`config.mk`:
```
export PLATFORM = sky130hd
export DESIGN_NAME = dil_ctrl_regs
export DESIGN_NICKNAME = d
export VERILOG_FILES = /design/src/rtl/dil_pkg.sv /design/src/rtl/dil_ctrl_regs.sv
export SDC_FILE = /design/constraint.sdc
export NUM_CORES = 1
export LEC_CHECK = 0
export BUFFER_PORTS_ARGS = -buffer_cell sky130_fd_sc_hd__buf_2
export CAP_MARGIN = 15
export CORE_MARGIN = 2
export CORE_UTILIZATION = 50
export CTS_CLUSTER_DIAMETER = 80
export DETAILED_ROUTE_END_ITERATION = 16
export GPL_ROUTABILITY_DRIVEN = 0
export GPL_TIMING_DRIVEN = 0
export PLACE_DENSITY = 0.77
export SYNTH_ARGS = -nofsm -noshare
export SYNTH_HDL_FRONTEND = slang
export SYNTH_SLANG_ARGS = --single-unit
```
`constraint.sdc`:
```
create_clock -name i_clk_sys -period 3.1 [get_ports i_clk_sys]
set_input_delay 0.62 -clock i_clk_sys [delete_from_list [all_inputs] [get_ports i_clk_sys]]
set_output_delay 0.62 -clock i_clk_sys [all_outputs]
set_load 0.02 [all_outputs]
```
`src/rtl/dil_pkg.sv`:
```
// constants and types for the deinterlacer control register bank
package dil_pkg;

  localparam int ADDR_W = 5;
  localparam int DATA_W = 16;

  // register locations
  localparam logic [4:0] LOC_STD_MODE = 5'h00;
  localparam logic [4:0] LOC_PROC_CTRL = 5'h01;
  localparam logic [4:0] LOC_USER_LAST = 5'h0E;
  localparam logic [4:0] LOC_AUTO_FIRST = 5'h0F;

  // location 0 fields
  localparam int STD_LSB = 0;
  localparam int STD_W = 5;
  localparam int MODE_LSB = 5;
  localparam int MODE_W = 3;
  localparam int SEQ_LSB = 8;
  localparam int SEQ_W = 4;
  localparam int FREEZE_HIT_BIT = 12;
  localparam int LOCK_BIT = 13;

  // location 1 fields
  localparam int FF_SEL_LSB = 0;
  localparam int FF_SEL_W = 2;
  localparam int FF_MAN_EN_BIT = 2;
  localparam int MD_SEL_LSB = 4;
  localparam int MD_SEL_W = 2;
  localparam int CAD_SRC_BIT = 6;
  localparam int CC_BLANK_BIT = 7;
  localparam int CLIP_LSB = 8;
  localparam int CLIP_W = 3;
  localparam int CROP_BIT = 11;
  localparam int EXT_SYNC_BIT = 12;
  localparam int F_POL_BIT = 13;
  localparam int V_POL_BIT = 14;
  localparam int H_POL_BIT = 15;

  // reset values
  localparam logic [4:0] RST_STD = 5'h00;
  localparam logic [2:0] RST_MODE = 3'h0;
  localparam logic [15:0] RST_PROC_CTRL = 16'hE015;

  typedef enum logic [2:0] {
    DIL_MODE_I2P = 3'h0,
    DIL_MODE_MERGE = 3'h1,
    DIL_MODE_FILM = 3'h2,
    DIL_MODE_FILM_PSF = 3'h3,
    DIL_MODE_BYPASS = 3'h7
  } dil_proc_mode_t;

  typedef enum logic [1:0] {
    DIL_FF_MANUAL = 2'h0,
    DIL_FF_AUTO = 2'h1,
    DIL_FF_OFF = 2'h2,
    DIL_FF_RSVD = 2'h3
  } dil_ff_sel_t;

  typedef enum logic [1:0] {
    DIL_MD_OFF = 2'h0,
    DIL_MD_AUTO = 2'h1
  } dil_md_sel_t;

  typedef enum logic [2:0] {
    DIL_CL_12B = 3'h0,
    DIL_CL_10B_FULL = 3'h1,
    DIL_CL_10B_4_1019 = 3'h2,
    DIL_CL_10B_STUDIO = 3'h3,
    DIL_CL_RSVD = 3'h4,
    DIL_CL_8B_FULL = 3'h5,
    DIL_CL_8B_1_254 = 3'h6,
    DIL_CL_8B_STUDIO = 3'h7
  } dil_clip_t;

endpackage

```
`src/rtl/dil_ctrl_regs.sv`:
```
// control registers at locations 0 and 1 of the deinterlacer host port
`timescale 1ns/1ps

module dil_ctrl_regs
  import dil_pkg::*;
(
  input wire logic i_clk_sys,
  input wire logic i_reset,
  input wire logic [ADDR_W-1:0] i_host_addr,
  input wire logic i_host_wr,
  input wire logic i_host_rd,
  input wire logic [DATA_W-1:0] i_host_wdata,
  input wire logic [SEQ_W-1:0] i_detect_seq,
  input wire logic i_detect_freeze,
  input wire logic i_detect_lock,
  input wire logic [SEQ_W-1:0] i_external_cadence_pins,
  input wire logic i_field_pin,
  input wire logic i_vsync_pin,
  input wire logic i_hsync_pin,
  output logic [DATA_W-1:0] o_host_rdata,
  output logic o_host_rvalid,
  output logic o_auto_reload,
  output logic o_auto_hit,
  output logic [STD_W-1:0] o_video_standard_select,
  output logic [MODE_W-1:0] o_proc_mode,
  output logic [SEQ_W-1:0] o_cadence_seq,
  output logic o_freeze_comp_on,
  output logic o_motion_comp_on,
  output logic o_caption_blank_enable,
  output logic [CLIP_W-1:0] o_output_clip_round_select,
  output logic o_output_crop_enable,
  output logic o_external_sync_select,
  output logic o_field_even,
  output logic o_vblank,
  output logic o_hblank
);

  ////////////////////////////////////////////////////////////////////////////
  // polarity helper: normal sense passes, cleared bit inverts
  function automatic logic apply_pol(input logic pin, input logic normal);
    apply_pol = normal ? pin : ~pin;
  endfunction

  ////////////////////////////////////////////////////////////////////////////
  // write strobe aimed at one location; shared by both writable words
  function automatic logic host_wr_to(input logic wr,
    input logic [ADDR_W-1:0] addr, input logic [ADDR_W-1:0] loc);
    host_wr_to = wr && (addr == loc);
  endfunction

  ////////////////////////////////////////////////////////////////////////////
  // freeze compensation from handling select and manual enable;
  // reserved code treated as disabled, the safe choice
  function automatic logic freeze_on(input logic [1:0] sel,
    input logic man_en);
    case (sel)
      DIL_FF_MANUAL: freeze_on = man_en;
      DIL_FF_AUTO: freeze_on = 1'b1;
      default: freeze_on = 1'b0;
    endcase
  endfunction

  ////////////////////////////////////////////////////////////////////////////
  // motion compensation only on the automatic code; reserved codes off
  function automatic logic motion_on(input logic [1:0] sel);
    motion_on = (sel == DIL_MD_AUTO);
  endfunction

  ////////////////////////////////////////////////////////////////////////////
  // location 0 read image: writable fields low, live status above;
  // bits 15:14 hold nothing and read as zero
  function automatic logic [DATA_W-1:0] loc0_word(
    input logic [STD_W-1:0] vid_f, input logic [MODE_W-1:0] mode_f,
    input logic [SEQ_W-1:0] seq_f, input logic frz_f, input logic lck_f);
    loc0_word = 16'h0000;
    loc0_word[STD_LSB +: STD_W] = vid_f;
    loc0_word[MODE_LSB +: MODE_W] = mode_f;
    loc0_word[SEQ_LSB +: SEQ_W] = seq_f;
    loc0_word[FREEZE_HIT_BIT] = frz_f;
    loc0_word[LOCK_BIT] = lck_f;
  endfunction

  ////////////////////////////////////////////////////////////////////////////
  // pin synchronisers; first stage read only by second stage
  logic [SEQ_W-1:0] cad_meta;
  logic [SEQ_W-1:0] cad_sync;
  logic [2:0] sync_meta;
  logic [2:0] sync_pins;
  logic [SEQ_W-1:0] next_cad_meta;
  logic [SEQ_W-1:0] next_cad_sync;
  logic [2:0] next_sync_meta;
  logic [2:0] next_sync_pins;

  always_comb
  begin
    next_cad_meta = i_external_cadence_pins;
    next_cad_sync = cad_meta;
    next_sync_meta = {i_field_pin, i_vsync_pin, i_hsync_pin};
    next_sync_pins = sync_meta;
  end

  always_ff @(posedge i_clk_sys)
  begin
    if (i_reset)
    begin
      cad_meta <= 4'h0;
      cad_sync <= 4'h0;
      sync_meta <= 3'h0;
      sync_pins <= 3'h0;
    end
    else
    begin
      cad_meta <= next_cad_meta;
      cad_sync <= next_cad_sync;
      sync_meta <= next_sync_meta;
      sync_pins <= next_sync_pins;
    end
  end

  ////////////////////////////////////////////////////////////////////////////
  // host writable fields
  logic [STD_W-1:0] std_sel;
  logic [MODE_W-1:0] mode_sel;
  logic [DATA_W-1:0] proc_ctrl;
  logic [STD_W-1:0] next_std_sel;
  logic [MODE_W-1:0] next_mode_sel;
  logic [DATA_W-1:0] next_proc_ctrl;
  logic wr_loc0;
  logic wr_loc1;

  always_comb
  begin
    wr_loc0 = host_wr_to(i_host_wr, i_host_addr, LOC_STD_MODE);
    wr_loc1 = host_wr_to(i_host_wr, i_host_addr, LOC_PROC_CTRL);
    next_std_sel = std_sel;
    next_mode_sel = mode_sel;
    next_proc_ctrl = proc_ctrl;
    if (wr_loc0)
    begin
      // status bits 13:8 of the write data are dropped here
      next_std_sel = i_host_wdata[STD_LSB +: STD_W];
      next_mode_sel = i_host_wdata[MODE_LSB +: MODE_W];
    end
    if (wr_loc1)
    begin
      next_proc_ctrl = i_host_wdata;
      // bit 3 holds nothing and reads as zero
      next_proc_ctrl[3] = 1'b0;
    end
  end

  always_ff @(posedge i_clk_sys)
  begin
    if (i_reset)
    begin
      std_sel <= RST_STD;
      mode_sel <= RST_MODE;
      proc_ctrl <= RST_PROC_CTRL;
    end
    else
    begin
      std_sel <= next_std_sel;
      mode_sel <= next_mode_sel;
      proc_ctrl <= next_proc_ctrl;
    end
  end

  ////////////////////////////////////////////////////////////////////////////
  // read-only status, refreshed every cycle by the detectors
  logic [SEQ_W-1:0] stat_seq;
  logic stat_freeze;
  logic stat_lock;
  logic [SEQ_W-1:0] next_stat_seq;
  logic next_stat_freeze;
  logic next_stat_lock;

  always_comb
  begin
    next_stat_seq = i_detect_seq;
    next_stat_freeze = i_detect_freeze;
    next_stat_lock = i_detect_lock;
  end

  always_ff @(posedge i_clk_sys)
  begin
    if (i_reset)
    begin
      stat_seq <= 4'h0;
      stat_freeze <= 1'b0;
      stat_lock <= 1'b0;
    end
    else
    begin
      stat_seq <= next_stat_seq;
      stat_freeze <= next_stat_freeze;
      stat_lock <= next_stat_lock;
    end
  end

  ////////////////////////////////////////////////////////////////////////////
  // host read port and auto-class handshake
  logic [DATA_W-1:0] next_rdata;
  logic next_rvalid;
  logic next_reload;
  logic next_auto_hit;

  always_comb
  begin
    next_rdata = 16'h0000;
    next_rvalid = i_host_rd;
    // standard or mode change asks the auto class to reload
    next_reload = wr_loc0;
    // host write into auto class is flagged so its value is kept
    next_auto_hit = i_host_wr && (i_host_addr >= LOC_AUTO_FIRST);
    if (i_host_rd)
    begin
      case (i_host_addr)
        LOC_STD_MODE:
        begin
          next_rdata = loc0_word(std_sel, mode_sel, stat_seq,
            stat_freeze, stat_lock);
        end
        LOC_PROC_CTRL:
        begin
          next_rdata = proc_ctrl;
        end
        default:
        begin
          // other locations live outside this bank
          next_rdata = 16'h0000;
        end
      endcase
    end
  end

  always_ff @(posedge i_clk_sys)
  begin
    if (i_reset)
    begin
      o_host_rdata <= 16'h0000;
      o_host_rvalid <= 1'b0;
      o_auto_reload <= 1'b0;
      o_auto_hit <= 1'b0;
    end
    else
    begin
      o_host_rdata <= next_rdata;
      o_host_rvalid <= next_rvalid;
      o_auto_reload <= next_reload;
      o_auto_hit <= next_auto_hit;
    end
  end

  ////////////////////////////////////////////////////////////////////////////
  // decoded controls toward the datapath
  logic [STD_W-1:0] next_o_std;
  logic [MODE_W-1:0] next_o_mode;
  logic [SEQ_W-1:0] next_o_cad;
  logic next_o_ff;
  logic next_o_md;
  logic next_o_cc;
  logic [CLIP_W-1:0] next_o_clip;
  logic next_o_crop;
  logic next_o_ext;
  logic next_o_field;
  logic next_o_vb;
  logic next_o_hb;
  logic [1:0] ff_sel;
  logic [1:0] md_sel;

  always_comb
  begin
    ff_sel = proc_ctrl[FF_SEL_LSB +: FF_SEL_W];
    md_sel = proc_ctrl[MD_SEL_LSB +: MD_SEL_W];
    next_o_std = std_sel;
    next_o_mode = mode_sel;
    next_o_cad = proc_ctrl[CAD_SRC_BIT] ? cad_sync : i_detect_seq;
    next_o_ff = freeze_on(ff_sel, proc_ctrl[FF_MAN_EN_BIT]);
    next_o_md = motion_on(md_sel);
    next_o_cc = proc_ctrl[CC_BLANK_BIT];
    // code 100 is passed on as is; datapath decides
    next_o_clip = proc_ctrl[CLIP_LSB +: CLIP_W];
    next_o_crop = proc_ctrl[CROP_BIT];
    next_o_ext = proc_ctrl[EXT_SYNC_BIT];
    next_o_field = apply_pol(sync_pins[2], proc_ctrl[F_POL_BIT]);
    next_o_vb = apply_pol(sync_pins[1], proc_ctrl[V_POL_BIT]);
    next_o_hb = apply_pol(sync_pins[0], proc_ctrl[H_POL_BIT]);
  end

  always_ff @(posedge i_clk_sys)
  begin
    if (i_reset)
    begin
      o_video_standard_select <= RST_STD;
      o_proc_mode <= RST_MODE;
      o_cadence_seq <= 4'h0;
      o_freeze_comp_on <= 1'b0;
      o_motion_comp_on <= 1'b0;
      o_caption_blank_enable <= 1'b0;
      o_output_clip_round_select <= 3'h0;
      o_output_crop_enable <= 1'b0;
      o_external_sync_select <= 1'b0;
      o_field_even <= 1'b0;
      o_vblank <= 1'b0;
      o_hblank <= 1'b0;
    end
    else
    begin
      o_video_standard_select <= next_o_std;
      o_proc_mode <= next_o_mode;
      o_cadence_seq <= next_o_cad;
      o_freeze_comp_on <= next_o_ff;
      o_motion_comp_on <= next_o_md;
      o_caption_blank_enable <= next_o_cc;
      o_output_clip_round_select <= next_o_clip;
      o_output_crop_enable <= next_o_crop;
      o_external_sync_select <= next_o_ext;
      o_field_even <= next_o_field;
      o_vblank <= next_o_vb;
      o_hblank <= next_o_hb;
    end
  end

endmodule

```
# [Yosys cells after proc, flatten, opt, wreduce, memory -nomap -nowiden]
# Cells that the tools add are included.
# W data, S select, Z words.
[op_classes] n_lt_le_gt_ge=1 n_eq_ne=3 n_mux=6 n_bitwise=4 reduce_logical=6
[op_table] cell="$pmux W16 S2" count=1
[op_table] cell="$eq A5 B1 Y1 const B" count=1
[op_table] cell="$ge A5 B4 Y1 const B" count=1
[op_table] cell="$logic_not A5 Y1" count=1
[op_table] cell="$eq A2 B1 Y1 const B" count=2
[op_table] cell="$mux W4" count=1
[op_table] cell="$not A1 Y1" count=4
[op_table] cell="$logic_and A1 B1 Y1" count=3
[op_table] cell="$mux W1" count=3
[op_table] cell="$logic_not A2 Y1" count=1
[op_table] cell="$pmux W1 S2" count=1
[op_table] cell="$reduce_or A2 Y1" count=1
[word_totals] register_bits=85 in_bits=38 wordCells=46

# [Longest topological paths before layout]
# Gate-level depths: netlist (run 1).
[depth] depth_word=2 depth_mapped=5

# [Worst setup path before layout (run 1)]
# OpenSTA, ideal clock, no wires.
[synth_path] path_kind="input to register" from="input port i_host_addr[4]" to="register proc_ctrl[10]" setup_time_ns=0.121 arrival_time_ns=1.468 required_ns=2.979 setup_slack_ns=1.512 stages=4 path_buffers=1 cell_sequence="nor3_2 -> and3_4 -> buf_6 -> mux2_2"
[synth_via] elab_chain_cells=2
[synth_rtl] item="start, declared" line_no="dil_ctrl_regs.sv:9" source="input wire logic [ADDR_W-1:0] i_host_addr,"
[synth_rtl] item="$eq A5 B1 Y1" line_no="dil_ctrl_regs.sv:48" source="host_wr_to = wr && (addr == loc);"
[synth_rtl] item="$logic_and A1 B1 Y1" line_no="dil_ctrl_regs.sv:48"
[synth_rtl] item="end signal, assigned" line_no="dil_ctrl_regs.sv:164" source="proc_ctrl <= next_proc_ctrl;"
[synth_rtl] item="end, declared" line_no="dil_ctrl_regs.sv:124" source="logic [DATA_W-1:0] proc_ctrl;"
# Every way passes these cells.
# A chain may end at the register's enable or synchronous reset.

# [Worst setup path after layout (run 1)]
# Ends and elaborated chain as after synthesis.

==> results of run 1 <==
layer usage:
metal  global-route usage [%]  part of all wire, %
met5                        0                    0
met1                    23.63                   44
met2                    32.27                   48
met4                    9.831                  2.2
met3                    4.864                  5.9
path summary, 6_finish.rpt:
| kind | start | endpoint | slack (ps) | cells after the start |
|---|---|---|---|---|
| worst max-delay path | i_host_addr[4] | proc_ctrl[10] | 1610 | 5 |
| worst min-delay path | next_sync_pins[0] | sync_pins[0] | 450 | 1 |
| worst max register to register | proc_ctrl[6] | o_cadence_seq[3] | 2070 | 3 |
| worst min register to register | next_sync_pins[0] | sync_pins[0] | 450 | 1 |
critical path, cell delays in order:
cell    delay, ps
buf_2         110
nor3_2        270
and3_4        250
buf_6         130
mux2_2        340
flip-flops by register name (all words and copies together), names as in the netlist, 3 cells and up:
signal                      flops
o_video_standard_select         5
o_cadence_seq                   4
sync_pins                       3
next_sync_pins                  3
cad_meta                        4
proc_ctrl                      15
stat_seq                        4
o_output_clip_round_select      3
o_host_rdata                   16
next_o_std                      5
cad_sync                        4
o_proc_mode                     3
mode_sel                        3
cells in the final DEF, fill, tap and decap left out:
master | Yosys | layout
buf_2 | 2 | 80
nor2_2 | 1 | 1
and3_1 | 3 | 3
dfxtp_1 | 85 | 85
nor2b_4 | 1 | 1
mux2i_1 | 18 | 18
nor2_1 | 21 | 21
and2_1 | 1 | 1
nor2b_1 | 38 | 38
mux2_1 | 2 | 2
nand2b_1 | 13 | 13
nand3_1 | 27 | 27
mux2_4 | 4 | 4
nor3b_1 | 2 | 2
nor3_1 | 1 | 1
xor2_1 | 3 | 3
buf_12 | 1 | 1
inv_1 | 6 | 6
buf_1 | 1 | 1
clkbuf_1 | 7 | 10
clkinv_2 | 0 | 2
nor3_2 | 1 | 1
and4_1 | 1 | 1
a41oi_1 | 1 | 1
mux2_2 | 3 | 3
buf_4 | 5 | 5
buf_6 | 2 | 2
a21oi_1 | 13 | 13
and3_4 | 1 | 1
clkbuf_8 | 0 | 10
metrics by stage:
step	std cells	hold WS (ps)	area (um2)	total power [mW]	setup slack [ps]
final	429	446.8	3508	1.888	1611
after global routing	429	457.7	3508	1.974	1588
after CTS	429	449.8	3508	1.907	1625
after detailed placement	414	428.6	3349	1.267	1287
after global placement	414	416.4	3349	1.263	1301
after floorplan	264	413.8	2869	1.214	1512
layout make-up:
type / count / area, um2
fillers: 499 / 2032
flip-flops and latches: 85 / 1702
multi-input cells: 155 / 1025
repair buffers: 78 / 390.4
clock buffers: 13 / 148.9
plain buffers: 18 / 120.1
well taps: 72 / 90.09
inverters: 6 / 22.52
clock inverters: 2 / 10.01
logic make-up after synthesis:
family	after synthesis
flip-flops	85
AO/OA/AOI/OAI	14
AND/OR/NAND/NOR	111
buffers and inverters	24
XOR/XNOR	3
multiplexers	27
power by group through the flow:
stage          Combinational (mW)  Clock (mW)  Sequential, mW
2_1_floorplan              0.0584           0            1.16
3_3_place_gp                0.118           0            1.15
3_5_place_dp                0.121           0            1.15
4_1_cts                     0.122       0.666            1.12
5_1_grt                     0.132       0.720            1.12
6_report                    0.120       0.647            1.12
==> impl_metrics.ini, run 1 <==
[global_route]
grt_remaining_overflow = 0
grt_antenna_before_repair = 0
grt_max_degree = 13
grt_pass1_vias = 2012
track_usage_pct = 19.53
grt_pass1_wl_um = 9280

[sta]
grt_setup_unrepaired = false
fmax_ghz = 0.6716
fin_worst_skew_ps = 6.987
period_share_pct = 48.03
tightest_slew_ps = 546.2
max_slew_margin_pct = 63.59
hold_violations = 0
setup_viol = 0
final.setup.tns_ps = 0
period_needed_ps = 1489
finalMaxSlewViolations = 0

[clock_tree]
htreeDepth = 3
post_cts_resized = 0
root_buffer = clkbuf_8
cts.clk_slew.worst_paths_ps = 80
postCtsSetupBuffers = 0
cts_made_buffers = 9
cts_sinks = 85
clock_latency_ps = 340
clock_tree.buffer_depth = 2
cts_tree = built
cts_hold_buf = 0

[critical_path]
worstSetupStartpointType = primary input
cp_data_arrival_time_ps = 1720
cp.required_ps = 3330
cp_max_fo = 6
worst_setup_path_end_kind = flip-flop
criticalPathCategory = in2reg

[layout]
syn_to_final_growth_pct = 22.29
fin_util_pct = 63.32
nNetsFinal = 391
n_antenna_cell = 0
layout-drive-gt1-share_pct = 31.09

[logic_synthesis]
syn_area_um2 = 2869
ys_top_cells_by_count = 85 x dfxtp_1, 38 x nor2b_1, 27 x nand3_1
syn_nets = 302
synth_top_flop_cell = dfxtp_1
synthSimpleGateAreaFrac_pct = 21.89
syn_inst = 264
synth_compound_area_share_pct = 2.573
synth_mux_area_share_pct = 10.34
avgSynthCellArea_um2 = 10.87
synth_most_common_cell = dfxtp_1
synth_edf_count = 0
synth-async-reset-ratio_pct = 0
yosys_warnings = 0
synth_xor_area_share_pct = 0.9158
ys_seq_area_share_pct = 59.31
synth_top_area_cell = dfxtp_1
ys_ff_latch = 85
synth_cell_types = 28
synth_fa_ha_area_share_pct = 0
synth_top_family_by_area = simple AND/OR/NAND/NOR gates
synth_top_area_share_pct = 59.31
synth_area_leaders = dfxtp_1 59%, nor2b_1 8.3%, mux2i_1 6.3%

[route]
drt-vias-per-instance = 4.841
drc = 0
routedWlPerCell_um = 13.41
vias = 2077
ant_nets = 0
drtIter0Drc = 104
wl_um = 5755
drtPass1Iterations = 4

[power_and_ir_drop]
p_comb_share_pct = 6.4
vdd_drop_max_uv = 309.2
leakagePower_nw = 1.567
powerDensity_nw_per_um2 = 538.1
p_sw_share_pct = 21.98
internal-power_mw = 1.473
p_switching_mw = 0.4150
p_seq_share_pct = 59.3
clkPwrFrac_pct = 34.3

[job]
maxCapViolations = 0

[floorplanning]
die_w_um = 79.75
initial_core_util_pct = 51.78
io-pin-count = 80
die_area_um2 = 6360
die_height_um = 79.75
fp.coreArea_um2 = 5540
rows = 27

[placement]
dp_hpwl_um = 4180
port-buffer-count = 78

[worst_hold_path]
worstHoldPathType = reg2reg

[outcome]
status = complete, no violations
Note: power is estimated with default switching activity, not from simulation.
==> inputs of run 2 (changes only) <==
--- a/config.mk
+++ b/config.mk
@@ -8,12 +8,12 @@
 export BUFFER_PORTS_ARGS = -buffer_cell sky130_fd_sc_hd__buf_2
 export CAP_MARGIN = 15
 export CORE_MARGIN = 2
-export CORE_UTILIZATION = 50
+export CORE_UTILIZATION = 46
 export CTS_CLUSTER_DIAMETER = 80
 export DETAILED_ROUTE_END_ITERATION = 16
 export GPL_ROUTABILITY_DRIVEN = 0
 export GPL_TIMING_DRIVEN = 0
-export PLACE_DENSITY = 0.77
+export PLACE_DENSITY = 0.75
 export SYNTH_ARGS = -nofsm -noshare
 export SYNTH_HDL_FRONTEND = slang
 export SYNTH_SLANG_ARGS = --single-unit
==> constraint.sdc (replaced) <==
create_clock -name i_clk_sys -period 1.3 [get_ports i_clk_sys]
set_input_delay 0.26 -clock i_clk_sys [delete_from_list [all_inputs] [get_ports i_clk_sys]]
set_output_delay 0.26 -clock i_clk_sys [all_outputs]
set_load 0.02 [all_outputs]
==> run 2 against run 1 <==
Effect of this change: combinational power grew 140%; clock power grew to 2.6 times the previous value; critical endpoint is now o_host_rdata[6]; hold slack lost 330 ps; power grew 150%; critical path type unchanged; worst setup slack lost 1400 ps; final cell count grew 0.93%; largest cell class unchanged.
==> impl_metrics.ini, run 2 (synthesized netlist as in run 1, its figures left out) <==
[sta]
setup_viol = 0
max_slew_margin_pct = 61.54
finalMaxSlewViolations = 0
period_share_pct = 86.97
hold_violations = 0
fmax_ghz = 0.8845
tightest_slew_ps = 577.0
final.setup.tns_ps = 0
setup_slack_ps = 169.4
fin_worst_skew_ps = 5.562
period_needed_ps = 1131
grt_setup_unrepaired = false

[clock_tree]
cts.clk_slew.worst_paths_ps = 80
cts_sinks = 85
clock_tree.buffer_depth = 2
post_cts_resized = 0
cts_tree = built
clock_latency_ps = 340
cts_made_buffers = 9
htreeDepth = 3
root_buffer = clkbuf_8
cts_hold_buf = 0
postCtsSetupBuffers = 0

[global_route]
grt_antenna_before_repair = 0
grt_pass1_vias = 2086
grt_max_degree = 14
grt_pass1_wl_um = 9818
grt_remaining_overflow = 0
track_usage_pct = 17.99

[power_and_ir_drop]
leakagePower_nw = 1.575
powerDensity_nw_per_um2 = 1311
power_mw = 4.627
vdd_drop_max_uv = 1123

[floorplanning]
die_area_um2 = 6885
fp.coreArea_um2 = 5991
io-pin-count = 80
rows = 28
die_w_um = 82.98
die_height_um = 82.98
initial_core_util_pct = 47.89

[layout]
final_cells = 433
regMostFlops = o_host_rdata
nNetsFinal = 391
layout-drive-gt1-share_pct = 31.84
largest_registers = o_host_rdata: 16 flops, proc_ctrl: 15 flops
syn_to_final_growth_pct = 23.07
n_antenna_cell = 0
fillCellCount = 534
fin_util_pct = 58.94
final_common_cell = dfxtp_1
layout_common_cells = 85 x dfxtp_1, 80 x buf_2, 38 x nor2b_1
largest_reg_flops = 16

[critical_path]
crit_slowest_cell = buf_1
worst_setup_path_end_kind = flip-flop
slowest_delay_ps = 430
path_buf_inv = 2
critPathTopFamily = buffers and inverters
criticalPathCategory = in2reg
cp_max_fo = 10
cp.required_ps = 1550
path_cells = buf_2 -> nor2b_4 -> buf_1 -> nand3_1 -> a21oi_1
cp_data_arrival_time_ps = 1380
worstSetupStartpointType = primary input

[placement]
port-buffer-count = 78
dp_hpwl_um = 4265
placed_cells = 417
post-place-ws_ps = -164.6

[route]
drtPass1Iterations = 4
ant_nets = 0
drc = 0
routedWlPerCell_um = 13.94
drtIter0Drc = 101
vias = 2096
wl_um = 6037
drt-vias-per-instance = 4.841

[worst_hold_path]
worstHoldPathType = in2reg

[job]
maxCapViolations = 0

[outcome]
status = complete, no violations
==> run 2: cell types whose count changed in the layout (fill, tap and decap cells not counted) <==
cell,previous run,this run
clkbuf_1,10,8
clkbuf_8,10,11
clkinv_2,2,3
clkinvlp_4,0,1
==> run 2: routing by layer <==
metal	global-route usage, %	up-vias	share of wire (%)
met3	5.169	10	7.7
met1	22.63	972	44
met5	0	-	0
met4	8.644	0	1.7
met2	28.37	77	46
li1	-	1037	-
==> run 2: power breakdown <==
part / leakage, nW / internal (mW) / total [mW] / switching [mW]
Sequential: 0.692 / 2.66 / 2.67 / 0.0151
Combinational: 0.791 / 0.123 / 0.288 / 0.164
Clock: 0.0921 / 0.790 / 1.67 / 0.879
Total: 1.58 / 3.57 / 4.63 / 1.06
==> run 2: through the flow <==
| step | hold slack [ps] | instance area, um2 |
|---|---|---|
| after floorplan | 388.2 | 2869 |
| after CTS | 115.4 | 3531 |
| after detailed placement | 427.7 | 3353 |
| final | 118.2 | 3531 |
| after global placement | 417.2 | 3353 |
| after global routing | 115.3 | 3531 |
==> run 2: cell type report <==
| cell class | instances | area [um2] | share of cell area, % |
|---|---|---|---|
| sequential | 85 | 1702 | 48.19 |
| multi-input combinational | 155 | 1025 | 29.02 |
| timing repair buffer | 78 | 390.4 | 11.06 |
| clock buffer | 12 | 155.1 | 4.394 |
| buffer | 18 | 120.1 | 3.402 |
| tap | 75 | 93.84 | 2.658 |
| clock inverter | 4 | 22.52 | 0.6378 |
| inverter | 6 | 22.52 | 0.6378 |
==> run 2: final timing paths <==
kind	from	end	slack, ps	depth (start not counted)
min	i_hsync_pin	next_sync_pins[0]	120	2
max	i_host_addr[0]	o_host_rdata[6]	170	5
max reg2reg	proc_ctrl[6]	o_host_rdata[6]	230	3
min reg2reg	cad_meta[0]	cad_sync[0]	440	1
